===== src/mim_pkg.sv =====
package mim_pkg;
    localparam logic [7:0] ADDR_CTRL = 8'h30;
    localparam logic [31:0] CTRL_RESET = 32'h0000_0000;
    localparam logic [31:0] CTRL_WMASK = 32'h31ff_ffff;
    localparam int RXU_LSB = 28;
    localparam int RXH_LSB = 16;
    localparam int TXSEL_BIT = 15;
    localparam int TXTHR_LSB = 12;
    localparam int TXCNT_LSB = 8;
    localparam int RXSEL_BIT = 7;
    localparam int RXTHR_LSB = 4;
    localparam int RXL_LSB = 0;
    localparam int ISR_TX_BIT = 4;
    localparam int ISR_RX_BIT = 0;
    localparam logic [1:0] RESP_OKAY = 2'b00;
    localparam logic [1:0] RESP_SLVERR = 2'b10;
    // Tick periods in ns, as printed
    localparam int CLK_NS = 40;
    localparam int TICK_SHORT_FAST_NS = 5120;
    localparam int TICK_LONG_FAST_NS = 81920;
    localparam int TICK_SHORT_SLOW_NS = 51200;
    localparam int TICK_LONG_SLOW_NS = 819200;
    localparam int TICK_SHORT_FAST_CYC = TICK_SHORT_FAST_NS / CLK_NS;
    localparam int TICK_LONG_FAST_CYC = TICK_LONG_FAST_NS / CLK_NS;
    localparam int TICK_SHORT_SLOW_CYC = TICK_SHORT_SLOW_NS / CLK_NS;
    localparam int TICK_LONG_SLOW_CYC = TICK_LONG_SLOW_NS / CLK_NS;

    typedef struct packed {
        logic [1:0] rx_threshold_unit;
        logic [8:0] rx_wait_count_upper;
        logic tx_tick_period_select;
        logic [2:0] tx_packet_threshold;
        logic [3:0] tx_wait_count;
        logic rx_tick_period_select;
        logic [2:0] rx_packet_threshold;
        logic [3:0] rx_wait_count_lower;
    } mim_ctrl_s;

    typedef struct packed {
        logic done;
        logic irq_request;
    } mim_pkt_s;
endpackage


===== src/mim_dir.sv =====
`timescale 1ns/1ns
`default_nettype none
// One direction of coalescing: packet counter, tick divider, wait timer
module mim_dir #(
    parameter int CNT_W = 9,
    parameter int WAIT_W = 13,
    parameter int DIV_W = 15
) (
    // Clock and reset
    input wire logic clk_sys_in,
    input wire logic arst_n_in,
    // Settings
    input wire logic [CNT_W-1:0] threshold_in,
    input wire logic [WAIT_W-1:0] wait_count_in,
    input wire logic [DIV_W-1:0] tick_cycles_in,
    input wire logic per_pkt_mode_in,
    // Events
    input wire mim_pkg::mim_pkt_s pkt_in,
    output logic irq_out
);
    typedef struct packed {
        logic [CNT_W-1:0] pkts;
        logic [WAIT_W-1:0] timer;
        logic [DIV_W-1:0] div;
        logic irq;
    } mim_dir_s;

    mim_dir_s st;
    mim_dir_s next_st;

    always_comb begin
        logic fire;
        logic tick;
        logic thr_on;
        logic wait_on;
        fire = 1'b0;
        next_st = st;
        thr_on = (threshold_in != '0);
        wait_on = (wait_count_in != '0);
        tick = (st.div >= tick_cycles_in - DIV_W'(1));
        next_st.div = tick ? '0 : st.div + DIV_W'(1);
        if (pkt_in.done) begin
            // Saturate so a long timer wait cannot wrap to idle
            if (st.pkts != '1) begin
                next_st.pkts = st.pkts + CNT_W'(1);
            end
            if (st.pkts == '0) begin
                next_st.timer = '0;
                next_st.div = '0;
            end
        end
        if (!thr_on && !wait_on) begin
            // Not coalescing: no stale count for a later mode change
            next_st.pkts = '0;
            fire = pkt_in.done && per_pkt_mode_in;
        end else begin
            if (thr_on && pkt_in.done &&
                    st.pkts + CNT_W'(1) >= threshold_in) begin
                fire = 1'b1;
            end
            // Timer runs only while packets are pending
            if (wait_on && st.pkts != '0 && tick) begin
                next_st.timer = st.timer + WAIT_W'(1);
                if (st.timer + WAIT_W'(1) >= wait_count_in) begin
                    fire = 1'b1;
                end
            end
        end
        if (fire) begin
            next_st.pkts = '0;
            next_st.timer = '0;
        end
        next_st.irq = fire;
    end

    always_ff @(posedge clk_sys_in or negedge arst_n_in) begin
        if (!arst_n_in) begin
            st <= '0;
        end else begin
            st <= next_st;
        end
    end

    assign irq_out = st.irq;
endmodule
`default_nettype wire


===== src/mim_top.sv =====
// The AXI4-Lite slave port was decided locally.
`timescale 1ns/1ns
`default_nettype none
module mim_top (
    // Clock and reset
    input wire logic clk_sys_in,
    input wire logic arst_n_in,
    // AXI4-Lite write
    input wire logic [7:0] s_axi_awaddr,
    input wire logic s_axi_awvalid,
    output logic s_axi_awready,
    input wire logic [31:0] s_axi_wdata,
    input wire logic [3:0] s_axi_wstrb,
    input wire logic s_axi_wvalid,
    output logic s_axi_wready,
    output logic [1:0] s_axi_bresp,
    output logic s_axi_bvalid,
    input wire logic s_axi_bready,
    // AXI4-Lite read
    input wire logic [7:0] s_axi_araddr,
    input wire logic s_axi_arvalid,
    output logic s_axi_arready,
    output logic [31:0] s_axi_rdata,
    output logic [1:0] s_axi_rresp,
    output logic s_axi_rvalid,
    input wire logic s_axi_rready,
    // MAC events, same clock
    input wire logic speed_100_in,
    input wire mim_pkg::mim_pkt_s tx_pkt_in,
    input wire mim_pkg::mim_pkt_s rx_pkt_in,
    // Coalesced interrupts, one-cycle pulses
    output logic [31:0] interrupt_status_reg_out
);
    typedef struct packed {
        mim_pkg::mim_ctrl_s ctrl;
        logic aw_held;
        logic [7:0] aw_addr;
        logic w_held;
        logic [31:0] w_data;
        logic [3:0] w_strb;
        logic bvalid;
        logic [1:0] bresp;
        logic rvalid;
        logic [1:0] rresp;
        logic [31:0] rdata;
    } mim_top_s;

    mim_top_s st;
    mim_top_s next_st;
    logic tx_irq;
    logic rx_irq;

    function automatic logic [14:0] tick_cycles(input logic long_sel,
            input logic fast);
        int c;
        if (fast) begin
            c = long_sel ? mim_pkg::TICK_LONG_FAST_CYC
                    : mim_pkg::TICK_SHORT_FAST_CYC;
        end else begin
            c = long_sel ? mim_pkg::TICK_LONG_SLOW_CYC
                    : mim_pkg::TICK_SHORT_SLOW_CYC;
        end
        return c[14:0];
    endfunction

    function automatic logic [31:0] ctrl_word(input mim_pkg::mim_ctrl_s c);
        logic [31:0] w;
        w = '0;
        w[mim_pkg::RXU_LSB +: 2] = c.rx_threshold_unit;
        w[mim_pkg::RXH_LSB +: 9] = c.rx_wait_count_upper;
        w[mim_pkg::TXSEL_BIT] = c.tx_tick_period_select;
        w[mim_pkg::TXTHR_LSB +: 3] = c.tx_packet_threshold;
        w[mim_pkg::TXCNT_LSB +: 4] = c.tx_wait_count;
        w[mim_pkg::RXSEL_BIT] = c.rx_tick_period_select;
        w[mim_pkg::RXTHR_LSB +: 3] = c.rx_packet_threshold;
        w[mim_pkg::RXL_LSB +: 4] = c.rx_wait_count_lower;
        return w;
    endfunction

    function automatic mim_pkg::mim_ctrl_s word_ctrl(input logic [31:0] w);
        mim_pkg::mim_ctrl_s c;
        c.rx_threshold_unit = w[mim_pkg::RXU_LSB +: 2];
        c.rx_wait_count_upper = w[mim_pkg::RXH_LSB +: 9];
        c.tx_tick_period_select = w[mim_pkg::TXSEL_BIT];
        c.tx_packet_threshold = w[mim_pkg::TXTHR_LSB +: 3];
        c.tx_wait_count = w[mim_pkg::TXCNT_LSB +: 4];
        c.rx_tick_period_select = w[mim_pkg::RXSEL_BIT];
        c.rx_packet_threshold = w[mim_pkg::RXTHR_LSB +: 3];
        c.rx_wait_count_lower = w[mim_pkg::RXL_LSB +: 4];
        return c;
    endfunction

    always_comb begin
        logic [31:0] old_w;
        logic [31:0] new_w;
        old_w = ctrl_word(st.ctrl);
        new_w = old_w;
        next_st = st;
        if (s_axi_awvalid && !st.aw_held) begin
            next_st.aw_held = 1'b1;
            next_st.aw_addr = s_axi_awaddr;
        end
        if (s_axi_wvalid && !st.w_held) begin
            next_st.w_held = 1'b1;
            next_st.w_data = s_axi_wdata;
            next_st.w_strb = s_axi_wstrb;
        end
        if (st.aw_held && st.w_held && !st.bvalid) begin
            next_st.aw_held = 1'b0;
            next_st.w_held = 1'b0;
            next_st.bvalid = 1'b1;
            if (st.aw_addr[7:2] == mim_pkg::ADDR_CTRL[7:2]) begin
                for (int i = 0; i < 4; i++) begin
                    if (st.w_strb[i]) begin
                        new_w[i*8 +: 8] = st.w_data[i*8 +: 8];
                    end
                end
                new_w = new_w & mim_pkg::CTRL_WMASK;
                next_st.ctrl = word_ctrl(new_w);
                next_st.bresp = mim_pkg::RESP_OKAY;
            end else begin
                next_st.bresp = mim_pkg::RESP_SLVERR;
            end
        end
        if (st.bvalid && s_axi_bready) begin
            next_st.bvalid = 1'b0;
        end
        if (s_axi_arvalid && !st.rvalid) begin
            next_st.rvalid = 1'b1;
            if (s_axi_araddr[7:2] == mim_pkg::ADDR_CTRL[7:2]) begin
                next_st.rdata = old_w;
                next_st.rresp = mim_pkg::RESP_OKAY;
            end else begin
                next_st.rdata = '0;
                next_st.rresp = mim_pkg::RESP_SLVERR;
            end
        end else if (st.rvalid && s_axi_rready) begin
            next_st.rvalid = 1'b0;
        end
    end

    always_ff @(posedge clk_sys_in or negedge arst_n_in) begin
        if (!arst_n_in) begin
            st <= '0;
        end else begin
            st <= next_st;
        end
    end

    assign s_axi_awready = !st.aw_held;
    assign s_axi_wready = !st.w_held;
    assign s_axi_bvalid = st.bvalid;
    assign s_axi_bresp = st.bresp;
    assign s_axi_arready = !st.rvalid;
    assign s_axi_rvalid = st.rvalid;
    assign s_axi_rresp = st.rresp;
    assign s_axi_rdata = st.rdata;

    logic [8:0] rx_thr_scaled;
    logic [12:0] rx_wait_count;
    logic [14:0] tx_tick;
    logic [14:0] rx_tick;

    // Shift of 0, 2, 4 or 6 gives 1, 4, 16 or 64 packets per step
    assign rx_thr_scaled = 9'({6'h00, st.ctrl.rx_packet_threshold}
            << {st.ctrl.rx_threshold_unit, 1'b0});
    assign rx_wait_count = {st.ctrl.rx_wait_count_upper,
            st.ctrl.rx_wait_count_lower};
    assign tx_tick = tick_cycles(st.ctrl.tx_tick_period_select,
            speed_100_in);
    assign rx_tick = tick_cycles(st.ctrl.rx_tick_period_select,
            speed_100_in);

    mim_dir #(.CNT_W(9), .WAIT_W(13), .DIV_W(15)) u_tx (
        .clk_sys_in(clk_sys_in),
        .arst_n_in(arst_n_in),
        .threshold_in({6'h00, st.ctrl.tx_packet_threshold}),
        .wait_count_in({9'h000, st.ctrl.tx_wait_count}),
        .tick_cycles_in(tx_tick),
        .per_pkt_mode_in(tx_pkt_in.irq_request),
        .pkt_in(tx_pkt_in),
        .irq_out(tx_irq)
    );

    mim_dir #(.CNT_W(9), .WAIT_W(13), .DIV_W(15)) u_rx (
        .clk_sys_in(clk_sys_in),
        .arst_n_in(arst_n_in),
        .threshold_in(rx_thr_scaled),
        .wait_count_in(rx_wait_count),
        .tick_cycles_in(rx_tick),
        .per_pkt_mode_in(1'b1),
        .pkt_in(rx_pkt_in),
        .irq_out(rx_irq)
    );

    always_comb begin
        interrupt_status_reg_out = '0;
        interrupt_status_reg_out[mim_pkg::ISR_TX_BIT] = tx_irq;
        interrupt_status_reg_out[mim_pkg::ISR_RX_BIT] = rx_irq;
    end
endmodule
`default_nettype wire


===== config.mk =====
export PLATFORM = sky130hd
export DESIGN_NAME = mim_top
export DESIGN_NICKNAME = d
export VERILOG_FILES = /design/src/mim_pkg.sv /design/src/mim_dir.sv /design/src/mim_top.sv
export SDC_FILE = /design/constraint.sdc
export NUM_CORES = 1
export LEC_CHECK = 0
export ABC_AREA = 1
export BUFFER_PORTS_ARGS = -buffer_cell sky130_fd_sc_hd__buf_2
export CORE_MARGIN = 2
export CORE_UTILIZATION = 56
export DETAILED_ROUTE_END_ITERATION = 10
export PLACE_DENSITY = 0.85
export SKIP_CTS_REPAIR_TIMING = 1
export SLEW_MARGIN = 5
export SYNTH_ARGS = -nofsm -noshare
export SYNTH_HDL_FRONTEND = slang
export SYNTH_HIERARCHICAL = 1
export SYNTH_SLANG_ARGS = --single-unit

===== constraint.sdc =====
create_clock -name clk_sys_in -period 3 [get_ports clk_sys_in]
set_input_delay 0.6 -clock clk_sys_in [delete_from_list [all_inputs] [get_ports clk_sys_in]]
set_output_delay 0.6 -clock clk_sys_in [all_outputs]
set_load 0.01 [all_outputs]

==> results of run 1 <==
-- sequential cells by signal, indices dropped and copies added, names as in the netlist --
name	count
s_axi_rresp	1
u_rx/irq_out	1
st	53
s_axi_rdata	27
rx_wait_count	13
s_axi_rvalid	1
u_rx/st	37
s_axi_bvalid	1
s_axi_bresp	1
u_tx/st	37
u_tx/irq_out	1
-- metrics by stage --
stage	setup slack [ns]	cell area (sq um)
2_1_floorplan	0.227	12900
3_3_place_gp	-0.0978	13200
3_5_place_dp	-0.152	13200
4_1_cts	0.153	13900
5_1_grt	-0.0284	13900
6_report	0.0795	13900
-- per-layer routing --
| metal | track usage [%] | vias up | part of all wire (%) | routed length (um) |
|---|---|---|---|---|
| met4 | 8.91 | 0 | 2.7 | 785 |
| met5 | 0 | - | 0 | 0 |
| met1 | 31.7 | 5103 | 42 | 12200 |
| met2 | 42.7 | 371 | 49 | 14200 |
| met3 | 3.57 | 61 | 6.1 | 1770 |
| li1 | - | 5494 | - | - |
-- final cells by class --
type	instances	area, sq um	share of cell area, %
flip-flops and latches	173	4330	31.1
inverters	241	921	6.60
repair buffers	129	831	5.96
clock buffers	18	439	3.15
clock inverters	14	186	1.34
well taps	280	350	2.51
multi-input cells	1287	6890	49.4
-- power groups by stage --
| stage | clock network [W] | logic (W) | registers, W |
|---|---|---|---|
| global placement | 0 | 0.00508 | 0.00368 |
| finish | 0.00235 | 0.00549 | 0.00370 |
| floorplan | 0 | 0.00420 | 0.00346 |
| global route | 0.00248 | 0.00617 | 0.00378 |
| CTS | 0.00238 | 0.00535 | 0.00368 |
| detailed placement | 0 | 0.00529 | 0.00371 |
-- final timing paths --
path                               from           end  slack (ns)  depth (start not counted)
max                              st[91]   u_rx/st[17]        0.08                         18
min in group clk_sys_in    s_axi_rready  s_axi_rvalid        0.35                          2
min reg2reg                      st[52]        st[52]        0.48                          2
max in group asynchronous     arst_n_in   u_rx/st[12]        2.00                          2
min                           arst_n_in   u_tx/st[35]        0.21                          1
max reg2reg                      st[91]   u_rx/st[17]        0.08                         18
-- cell usage in the layout, fill, tap and decap left out, types with 3 or more instances in the layout --
master       n
nand2_1    489
inv_1      226
dfrtp_1    172
nor2_1     139
nand3_1    129
conb_1     117
buf_2       88
ha_1        86
a21oi_1     43
xor2_1      42
nand4_1     39
o21ai_0     33
buf_4       33
o21bai_1    27
nor3_1      21
a21oi_2     21
o21ai_1     19
clkbuf_16   17
xnor2_1     14
inv_2       12
nor2_2      11
nand2_2      6
inv_8        6
buf_12       6
or2_2        6
nand3b_1     6
nor2_4       5
inv_6        4
nor3_2       4
nand4_4      3
nand3_4      3
nor4_2       3
nor4_1       3
-- cells by family after synthesis --
family                     after synthesis
other                                    2
DFF                                    173
buffers and inverters                  351
xor gates and xnor gates                56
adders and majority gates               86
and+or+nand+nor                        878
AOI/OAI and AO/OA                      150
==> impl_metrics.yaml, run 1 <==
grt:
  overflow: 0
  antenna_found_initial: 0
  grt_max_degree: 78
  grt_pass1_vias: 10573
  grt_pass1_wl_um: 48100
  grt_use_total_pct: 24.8
clock_network:
  htree_levels: 4
  cts_buffers: 17
  root_buffer: "clkbuf_16"
  clock_latency_ns: 0.44
  clock_path_buffers: 2
  clkSlewWorstSetupHoldPaths_ns: 0.08
  cts.sinks: 173
  cts_tree: "built"
floorplan:
  fp.coreArea_sq_mm: 0.0218
  pin_count: 137
  die_y_um: 153
  rows: 54
  die-area_sq_mm: 0.0234
  initial_core_util_pct: 57.0
  fp.dieW_um: 153
critical_path:
  slowest_stage: "dfrtp_2"
  critPathRequiredTime_ns: 3.34
  crit_family: "simple AND/OR/NAND/NOR gates"
  worst-path-buf-inv: 3
  cp_common_cell: "nand2_1"
  end_kind: "flip-flop"
  critPathKind: "reg2reg"
  cp.arrival_ns: 3.26
  slowest_delay_ns: 0.44
  crit_path_start_kind: "flip-flop"
  worstPathMaxFanout: 14
  cp_cell_sequence: "inv_1 > nor2_1 > or2_2 > nor3_2 > nand2_1 > xnor2_1 > inv_1 > ha_1 > nand2_2 > nor2_4 > nor3b_2 > nand2_1 > nand3_4 > buf_12 > nand2_8 > nand2_1 > nand2_1 > a21oi_1"
timing:
  worst_slew_pin_slew_ns: 0.755
  finalSetupViolCount: 0
  tns_ns: 0
  hold_viol: 0
  whs_ns: 0.213
  maxSlewViolCount: 0
  finalCritPeriodShare_pct: 97.4
  fin_skew_ns: 0.0139
  slew_headroom_pct: 49.5
  fmax_mhz: 342
  layout_min_cycle_time_ns: 2.92
place:
  dp_cells: 2108
  port_buffers: 89
  finalWeightedCongestion: 0.909
  hpwl_um: 21400
synth:
  synthSimpleGateAreaFrac_pct: 31.4
  async_flop_share_pct: 100
  yosys-top-cells-area: "dfrtp_1 (35%), nand2_1 (15%), ha_1 (8.7%)"
  ys_ff_latch: 173
  synth.area.mux_share_pct: 0
  yosysMostFrequentCell: "nand2_1"
  synth_top_cell_area_share_pct: 34.8
  synth_flop_cell: "dfrtp_1"
  synth_xor_area_share_pct: 3.94
  synth_top_family_by_area: "simple AND/OR/NAND/NOR gates"
  ys_seq_area_share_pct: 34.8
  synthCells: 1696
  synth_compound_area_share_pct: 7.39
  synthesis.area_sq_mm: 0.0124
  synth_edf_count: 0
  synth_cell_types: 44
  synth_top_area_cell: "dfrtp_1"
  synth_commonest_cells: "nand2_1 (489), inv_1 (226), dfrtp_1 (173)"
  synth_area_per_cell_sq_um: 7.33
  synthAdderAreaFrac_pct: 8.65
  yosysWarnings: 6
final_layout:
  drive_above_1_share_pct: 13.4
  diodes: 0
  layout.nets: 1999
  fillers: 1783
  syn_to_final_growth_pct: 12.1
  fin_util_pct: 63.9
  post_layout_nonfiller_instances: 2142
detailed_routing:
  vias: 11029
  wl_per_cell_um: 13.5
  firstDrtPassIters: 6
  drtAntennaViolNets: 0
  drc: 0
  drt_iter0_markers: 843
  viasPerCell: 5.15
  routed_wl_um: 29000
pwr:
  comb_power_share_pct: 47.6
  power_w: 0.0115
  clkPwrFrac_pct: 20.4
  swShare_pct: 45.9
  p_leak_nw: 7.55
  p_switching_w: 0.00529
  power_density_mw_per_mm2: 827
  share_seq_of_total_power_pct: 32.0
  p_int_w: 0.00624
  vdd_drop_max_mv: 1.06
job:
  cap_violations: 0
worst_hold_path:
  hp-class: "in2async"
outcome:
  outcome: "finished, final reports clean"
Note: power is estimated with default switching activity, not from simulation.
==> run 2, diff against run 1 <==
--- a/config.mk
+++ b/config.mk
@@ -7,10 +7,13 @@
 export LEC_CHECK = 0
 export ABC_AREA = 1
 export BUFFER_PORTS_ARGS = -buffer_cell sky130_fd_sc_hd__buf_2
+export CAP_MARGIN = 40
+export CELL_PAD_IN_SITES_DETAIL_PLACEMENT = 1
+export CELL_PAD_IN_SITES_GLOBAL_PLACEMENT = 1
 export CORE_MARGIN = 2
-export CORE_UTILIZATION = 56
+export CORE_UTILIZATION = 44
 export DETAILED_ROUTE_END_ITERATION = 10
-export PLACE_DENSITY = 0.85
+export PLACE_DENSITY = 0.9
 export SKIP_CTS_REPAIR_TIMING = 1
 export SLEW_MARGIN = 5
 export SYNTH_ARGS = -nofsm -noshare
==> run 2 against run 1 <==
  * The run now ends with setup timing left
  * Die area is 27% higher
  * Critical path depth stayed put
  * Total power is 18% higher
  * Largest power group unchanged
  * Highest routed layer unchanged
==> impl_metrics.yaml, run 2 (synthesis results as in run 1) <==
critical_path:
  slowest_delay_ns: 0.46
  end_kind: "flip-flop"
  worst-path-buf-inv: 4
  slowest_stage: "dfrtp_2"
  crit_path_start_kind: "flip-flop"
  worstPathMaxFanout: 7
  cp.arrival_ns: 3.66
  cp_common_cell: "nand2_2"
  cp_cell_sequence: "nor2_4 > nor2_2 > nand2_1 > nor2_2 > nand2_2 > nor4_4 > xnor2_1 > ha_1 > nand2_2 > inv_1 > nand2_1 > nand2_2 > a21oi_4 > buf_4 > nand4_1 > buf_4 > clkbuf_16 > nor2_1"
  critPathRequiredTime_ns: 3.39
  critPathKind: "reg2reg"
  crit_family: "simple AND/OR/NAND/NOR gates"
floorplan:
  die-area_sq_mm: 0.0296
  fp.coreArea_sq_mm: 0.0278
  rows: 61
  fp.dieW_um: 172
  initial_core_util_pct: 44.8
  pin_count: 137
  die_y_um: 172
detailed_routing:
  wl_per_cell_um: 20.3
  vias: 12386
  viasPerCell: 5.48
  drc: 0
  drtAntennaViolNets: 0
  drt_iter0_markers: 980
  firstDrtPassIters: 8
  routed_wl_um: 45900
final_layout:
  drive_above_1_share_pct: 17.7
  layout.nets: 2021
  post_layout_nonfiller_instances: 2262
  mostFrequentLayoutCell: "nand2_1"
  final_cell_mix: "nand2_1 (474), inv_1 (223), dfrtp_1 (171)"
  regMostFlops: "st"
  reg.largest.list: "st: 53 flops, u_rx/st: 37 flops, u_tx/st: 37 flops"
  syn_to_final_growth_pct: 18.7
  diodes: 0
  largest_register_ffs: 53
clock_network:
  clock_path_buffers: 2
  clock_latency_ns: 0.47
  cts.sinks: 173
  root_buffer: "clkbuf_16"
  htree_levels: 4
  clkSlewWorstSetupHoldPaths_ns: 0.08
  cts_tree: "built"
  cts_buffers: 17
timing:
  fin_skew_ns: 0.0111
  finalCritPeriodShare_pct: 109
  hold_viol: 0
  finalSetupViolCount: 74
  worst_slew_pin_slew_ns: 0.938
  slew_headroom_pct: 37.3
  whs_ns: 0.138
  maxSlewViolCount: 0
  fmax_mhz: 306
  layout_min_cycle_time_ns: 3.27
  grt_setup_unrepaired: "yes"
  layout_setup_ws_ns: -0.273
place:
  port_buffers: 89
  finalWeightedCongestion: 0.849
  hpwl_um: 27000
  dp_cells: 2210
grt:
  grt_pass1_wl_um: 62600
  grt_pass1_vias: 12427
  overflow: 0
  grt_max_degree: 65
  grt_use_total_pct: 26.9
  antenna_found_initial: 0
job:
  cap_violations: 0
outcome:
  outcome: "complete, but fails checks"
  violations: "setup timing"
pwr:
  p_leak_nw: 7.73
  power_density_mw_per_mm2: 924
  vdd_drop_max_mv: 0.691
worst_hold_path:
  hp-class: "in2async"
run 2: changes by cell type in the layout (fill, tap and decap cells not counted), sizes merged:
| cell | change |
|---|---|
| clkinvlp | +1 |
| buf | +16 |
| clkinv | +4 |
| nand2 | +1 |
| clkbuf | +4 |
| inv | -3 |
| bufinv | -1 |
run 2: power breakdown:
group | internal, W | switching, W
combinational | 0.00268 | 0.00478
sequential | 0.00300 | 0.000781
clock | 0.00120 | 0.00120
total | 0.00688 | 0.00677
run 2: worst register-to-register path, stage by stage (launching register included):
cell,delay (ns)
dfrtp_2,0.46
nor2_4,0.08
nor2_2,0.11
nand2_1,0.10
nor2_2,0.16
nand2_2,0.11
nor4_4,0.15
xnor2_1,0.18
ha_1,0.30
nand2_2,0.15
inv_1,0.07
nand2_1,0.10
nand2_2,0.08
a21oi_4,0.20
buf_4,0.16
nand4_1,0.24
buf_4,0.27
clkbuf_16,0.17
nor2_1,0.12
run 2: metrics by stage:
step	utilization (%)	cell area, sq um	power (W)	setup TNS, ns	setup WS [ns]
finish	53.1	14800	0.0136	-10.41	-0.273
global route	53.1	14800	0.0144	-16.84	-0.310
CTS	50.4	14000	0.0119	-1.30	-0.195
detailed placement	48.2	13400	0.00938	-12.58	-0.335
global placement	48.2	13400	0.00898	-3.44	-0.141
floorplan	-	12900	0.00766	0	0.227
run 2: worst paths after layout:
| check | from | end | slack [ns] | depth (start not counted) |
|---|---|---|---|---|
| max | st[91] | u_rx/st[15] | -0.27 | 18 |
| min | arst_n_in | u_tx/st[6] | 0.14 | 1 |
| max reg2reg | st[91] | u_rx/st[15] | -0.27 | 18 |
| min reg2reg | st[79] | st[79] | 0.48 | 2 |
| max in group asynchronous | arst_n_in | st[42] | 2.03 | 2 |
| min in group clk_sys_in | s_axi_rready | s_axi_rvalid | 0.32 | 2 |
run 2: per-layer routing:
layer | share of wire [%] | GRT usage [%] | vias up | routed length, um
li1 | - | - | 5537 | -
met4 | 5.6 | 11.3 | 0 | 2560
met2 | 50 | 49.0 | 542 | 23000
met3 | 4.9 | 2.84 | 181 | 2270
met1 | 39 | 32.4 | 6126 | 18000
met5 | 0 | 0 | - | 0
run 2: layout make-up:
| class | instances | area [sq um] |
|---|---|---|
| clock buffer | 17 | 425 |
| clock inverter | 15 | 178 |
| fill | 3548 | 13000 |
| inverter | 241 | 921 |
| multi-input combinational | 1288 | 7290 |
| sequential | 173 | 4330 |
| tap | 378 | 473 |
| timing repair buffer | 150 | 1150 |
==> run 3, diff against run 2 <==
--- a/config.mk
+++ b/config.mk
@@ -13,7 +13,7 @@
 export CORE_MARGIN = 2
 export CORE_UTILIZATION = 44
 export DETAILED_ROUTE_END_ITERATION = 10
-export PLACE_DENSITY = 0.9
+export PLACE_DENSITY = 0.79
 export SKIP_CTS_REPAIR_TIMING = 1
 export SLEW_MARGIN = 5
 export SYNTH_ARGS = -nofsm -noshare
==> constraint.sdc (replaced) <==
create_clock -name clk_sys_in -period 3.1 [get_ports clk_sys_in]
set_input_delay 0.62 -clock clk_sys_in [delete_from_list [all_inputs] [get_ports clk_sys_in]]
set_output_delay 0.62 -clock clk_sys_in [all_outputs]
set_load 0.01 [all_outputs]
==> run 3 against run 2 <==
  * The run now ends clean
  * Sequential power is 6.9% lower
  * Highest routed layer unchanged
  * Critical endpoint is now u_tx/st[17]
  * Final area is 5.1% lower
  * Non-clock buffer count is 24 lower
  * Clock power is 7% lower
  * Critical path type unchanged
  * Global-route usage is 3.4 points lower
  * Flip-flop and latch count stayed put
  * Combinational power is 27% lower
  * Final cell count is 1.1% lower
  * First-iteration DRC count is 48% lower
  * Register-to-register slack better by 0.49 ns
==> impl_metrics.yaml, run 3 (synthesis results as in run 1) <==
clock_network:
  cts_buffers: 17
  clkSlewWorstSetupHoldPaths_ns: 0.07
  cts.sinks: 173
  clock_path_buffers: 2
  clock_latency_ns: 0.44
  cts_tree: "built"
  htree_levels: 4
  root_buffer: "clkbuf_16"
critical_path:
  end_kind: "flip-flop"
  slowest_delay_ns: 0.42
  rr_worst_depth: 16
  reg2reg_slack_ns: 0.22
  critPathKind: "reg2reg"
  critPathRequiredTime_ns: 3.39
  crit_path_start_kind: "flip-flop"
  r2r_start: "st[99]"
  slowest_stage: "dfrtp_1"
  cp_cell_sequence: "nand2_1 > inv_1 > or2_2 > nor4_2 > xnor2_1 > ha_1 > nand2_2 > nor2_2 > inv_1 > nor2_1 > nand2_1 > nand3_4 > nand3_2 > nand2_2 > buf_12 > a21oi_1"
  r2r_end: "u_tx/st[17]"
  worstPathMaxFanout: 13
  cp.arrival_ns: 3.17
final_layout:
  drive_above_1_share_pct: 13.2
  reg.largest.list: "st: 53 flops, u_rx/st: 37 flops, u_tx/st: 37 flops"
  largest_register_ffs: 53
  syn_to_final_growth_pct: 12.6
  final_cell_mix: "nand2_1 (488), inv_1 (226), dfrtp_1 (172)"
  layout.nets: 1996
  diodes: 0
  regMostFlops: "st"
  mostFrequentLayoutCell: "nand2_1"
timing:
  finalCritPeriodShare_pct: 93.0
  fmax_mhz: 347
  tns_ns: 0
  layout_min_cycle_time_ns: 2.88
  slew_headroom_pct: 46.2
  fin_skew_ns: 0.0122
  maxSlewViolCount: 0
  hold_viol: 0
  worst_slew_pin_slew_ns: 0.805
  finalSetupViolCount: 0
floorplan:
  die-area_sq_mm: 0.0296
  rows: 61
  pin_count: 137
  initial_core_util_pct: 44.8
  die_y_um: 172
  fp.coreArea_sq_mm: 0.0278
  fp.dieW_um: 172
grt:
  grt_use_total_pct: 23.5
  grt_max_degree: 61
  overflow: 0
  grt_pass1_vias: 11411
  antenna_found_initial: 0
  grt_pass1_wl_um: 55600
pwr:
  p_leak_nw: 7.53
  p_int_w: 0.00603
  clkPwrFrac_pct: 20.0
  power_w: 0.0112
  power_density_mw_per_mm2: 798
  vdd_drop_max_mv: 0.769
  share_seq_of_total_power_pct: 31.5
  comb_power_share_pct: 48.5
  swShare_pct: 46.1
  p_switching_w: 0.00516
worst_hold_path:
  hp-class: "in2async"
detailed_routing:
  viasPerCell: 4.94
  drt_iter0_markers: 511
  vias: 11044
  wl_per_cell_um: 14.9
  drc: 0
  firstDrtPassIters: 5
  routed_wl_um: 33400
  drtAntennaViolNets: 0
place:
  finalWeightedCongestion: 0.864
  hpwl_um: 24900
  port_buffers: 89
outcome:
  outcome: "finished, final reports clean"
job:
  cap_violations: 0
## run 3: how the worst max path moves through the flow
stage,cells past startpoint,start,end,slack [ns]
floorplan,16,speed_100_in,u_rx/st[28],0.31
global placement,21,speed_100_in,u_rx/st[26],-0.09
detailed placement,21,speed_100_in,u_rx/st[25],-0.17
CTS,18,st[91],u_rx/st[16],0.12
global route,18,st[91],u_rx/st[24],-0.009
finish,16,st[99],u_tx/st[17],0.22
## run 3: cell type report
| type | count | area (sq um) |
|---|---|---|
| Inverter | 241 | 921 |
| Tap cell | 378 | 473 |
| Sequential cell | 173 | 4330 |
| Clock inverter | 13 | 154 |
| Fill cell | 3666 | 13800 |
| Multi-Input combinational cell | 1287 | 6870 |
| Timing Repair Buffer | 126 | 820 |
| Clock buffer | 19 | 443 |
## run 3: power by group through the flow
stage	registers (W)	clock network [W]	logic [W]
floorplan	0.00334	0	0.00407
global placement	0.00353	0	0.00513
detailed placement	0.00356	0	0.00533
CTS	0.00353	0.00228	0.00538
global route	0.00362	0.00237	0.00618
finish	0.00352	0.00224	0.00543
## run 3: per-layer routing
layer	vias up	routed length, um	GRT usage (%)
met5	-	0	0
li1	5482	-	-
met3	31	860	2.66
met4	0	519	5.92
met1	5369	15200	30.2
met2	162	16800	42.1
## run 3: metrics by stage
step / utilization (%) / cells / area (sq um) / worst slack [ns] / hold slack (ns)
finish: 50.4 / 2237 / 14000 / 0.216 / 0.189
global route: 50.4 / 2237 / 14000 / -0.00929 / 0.224
CTS: 50.2 / 2236 / 14000 / 0.117 / 0.205
detailed placement: 48.1 / 2204 / 13400 / -0.171 / 0.461
global placement: 48.0 / 2203 / 13300 / -0.0939 / 0.455
floorplan: - / 1811 / 12900 / 0.307 / 0.324
## run 3: critical path, delay by kind of cell (launching register included)
kind / cells / cell delay [ns]
adder cells (fa/ha/maj): 1 / 0.31
buffers and inverters: 3 / 0.26
AND/OR/NAND/NOR: 10 / 1.54
AO/OA/AOI/OAI: 1 / 0.08
XOR/XNOR: 1 / 0.12
flip-flops: 1 / 0.42
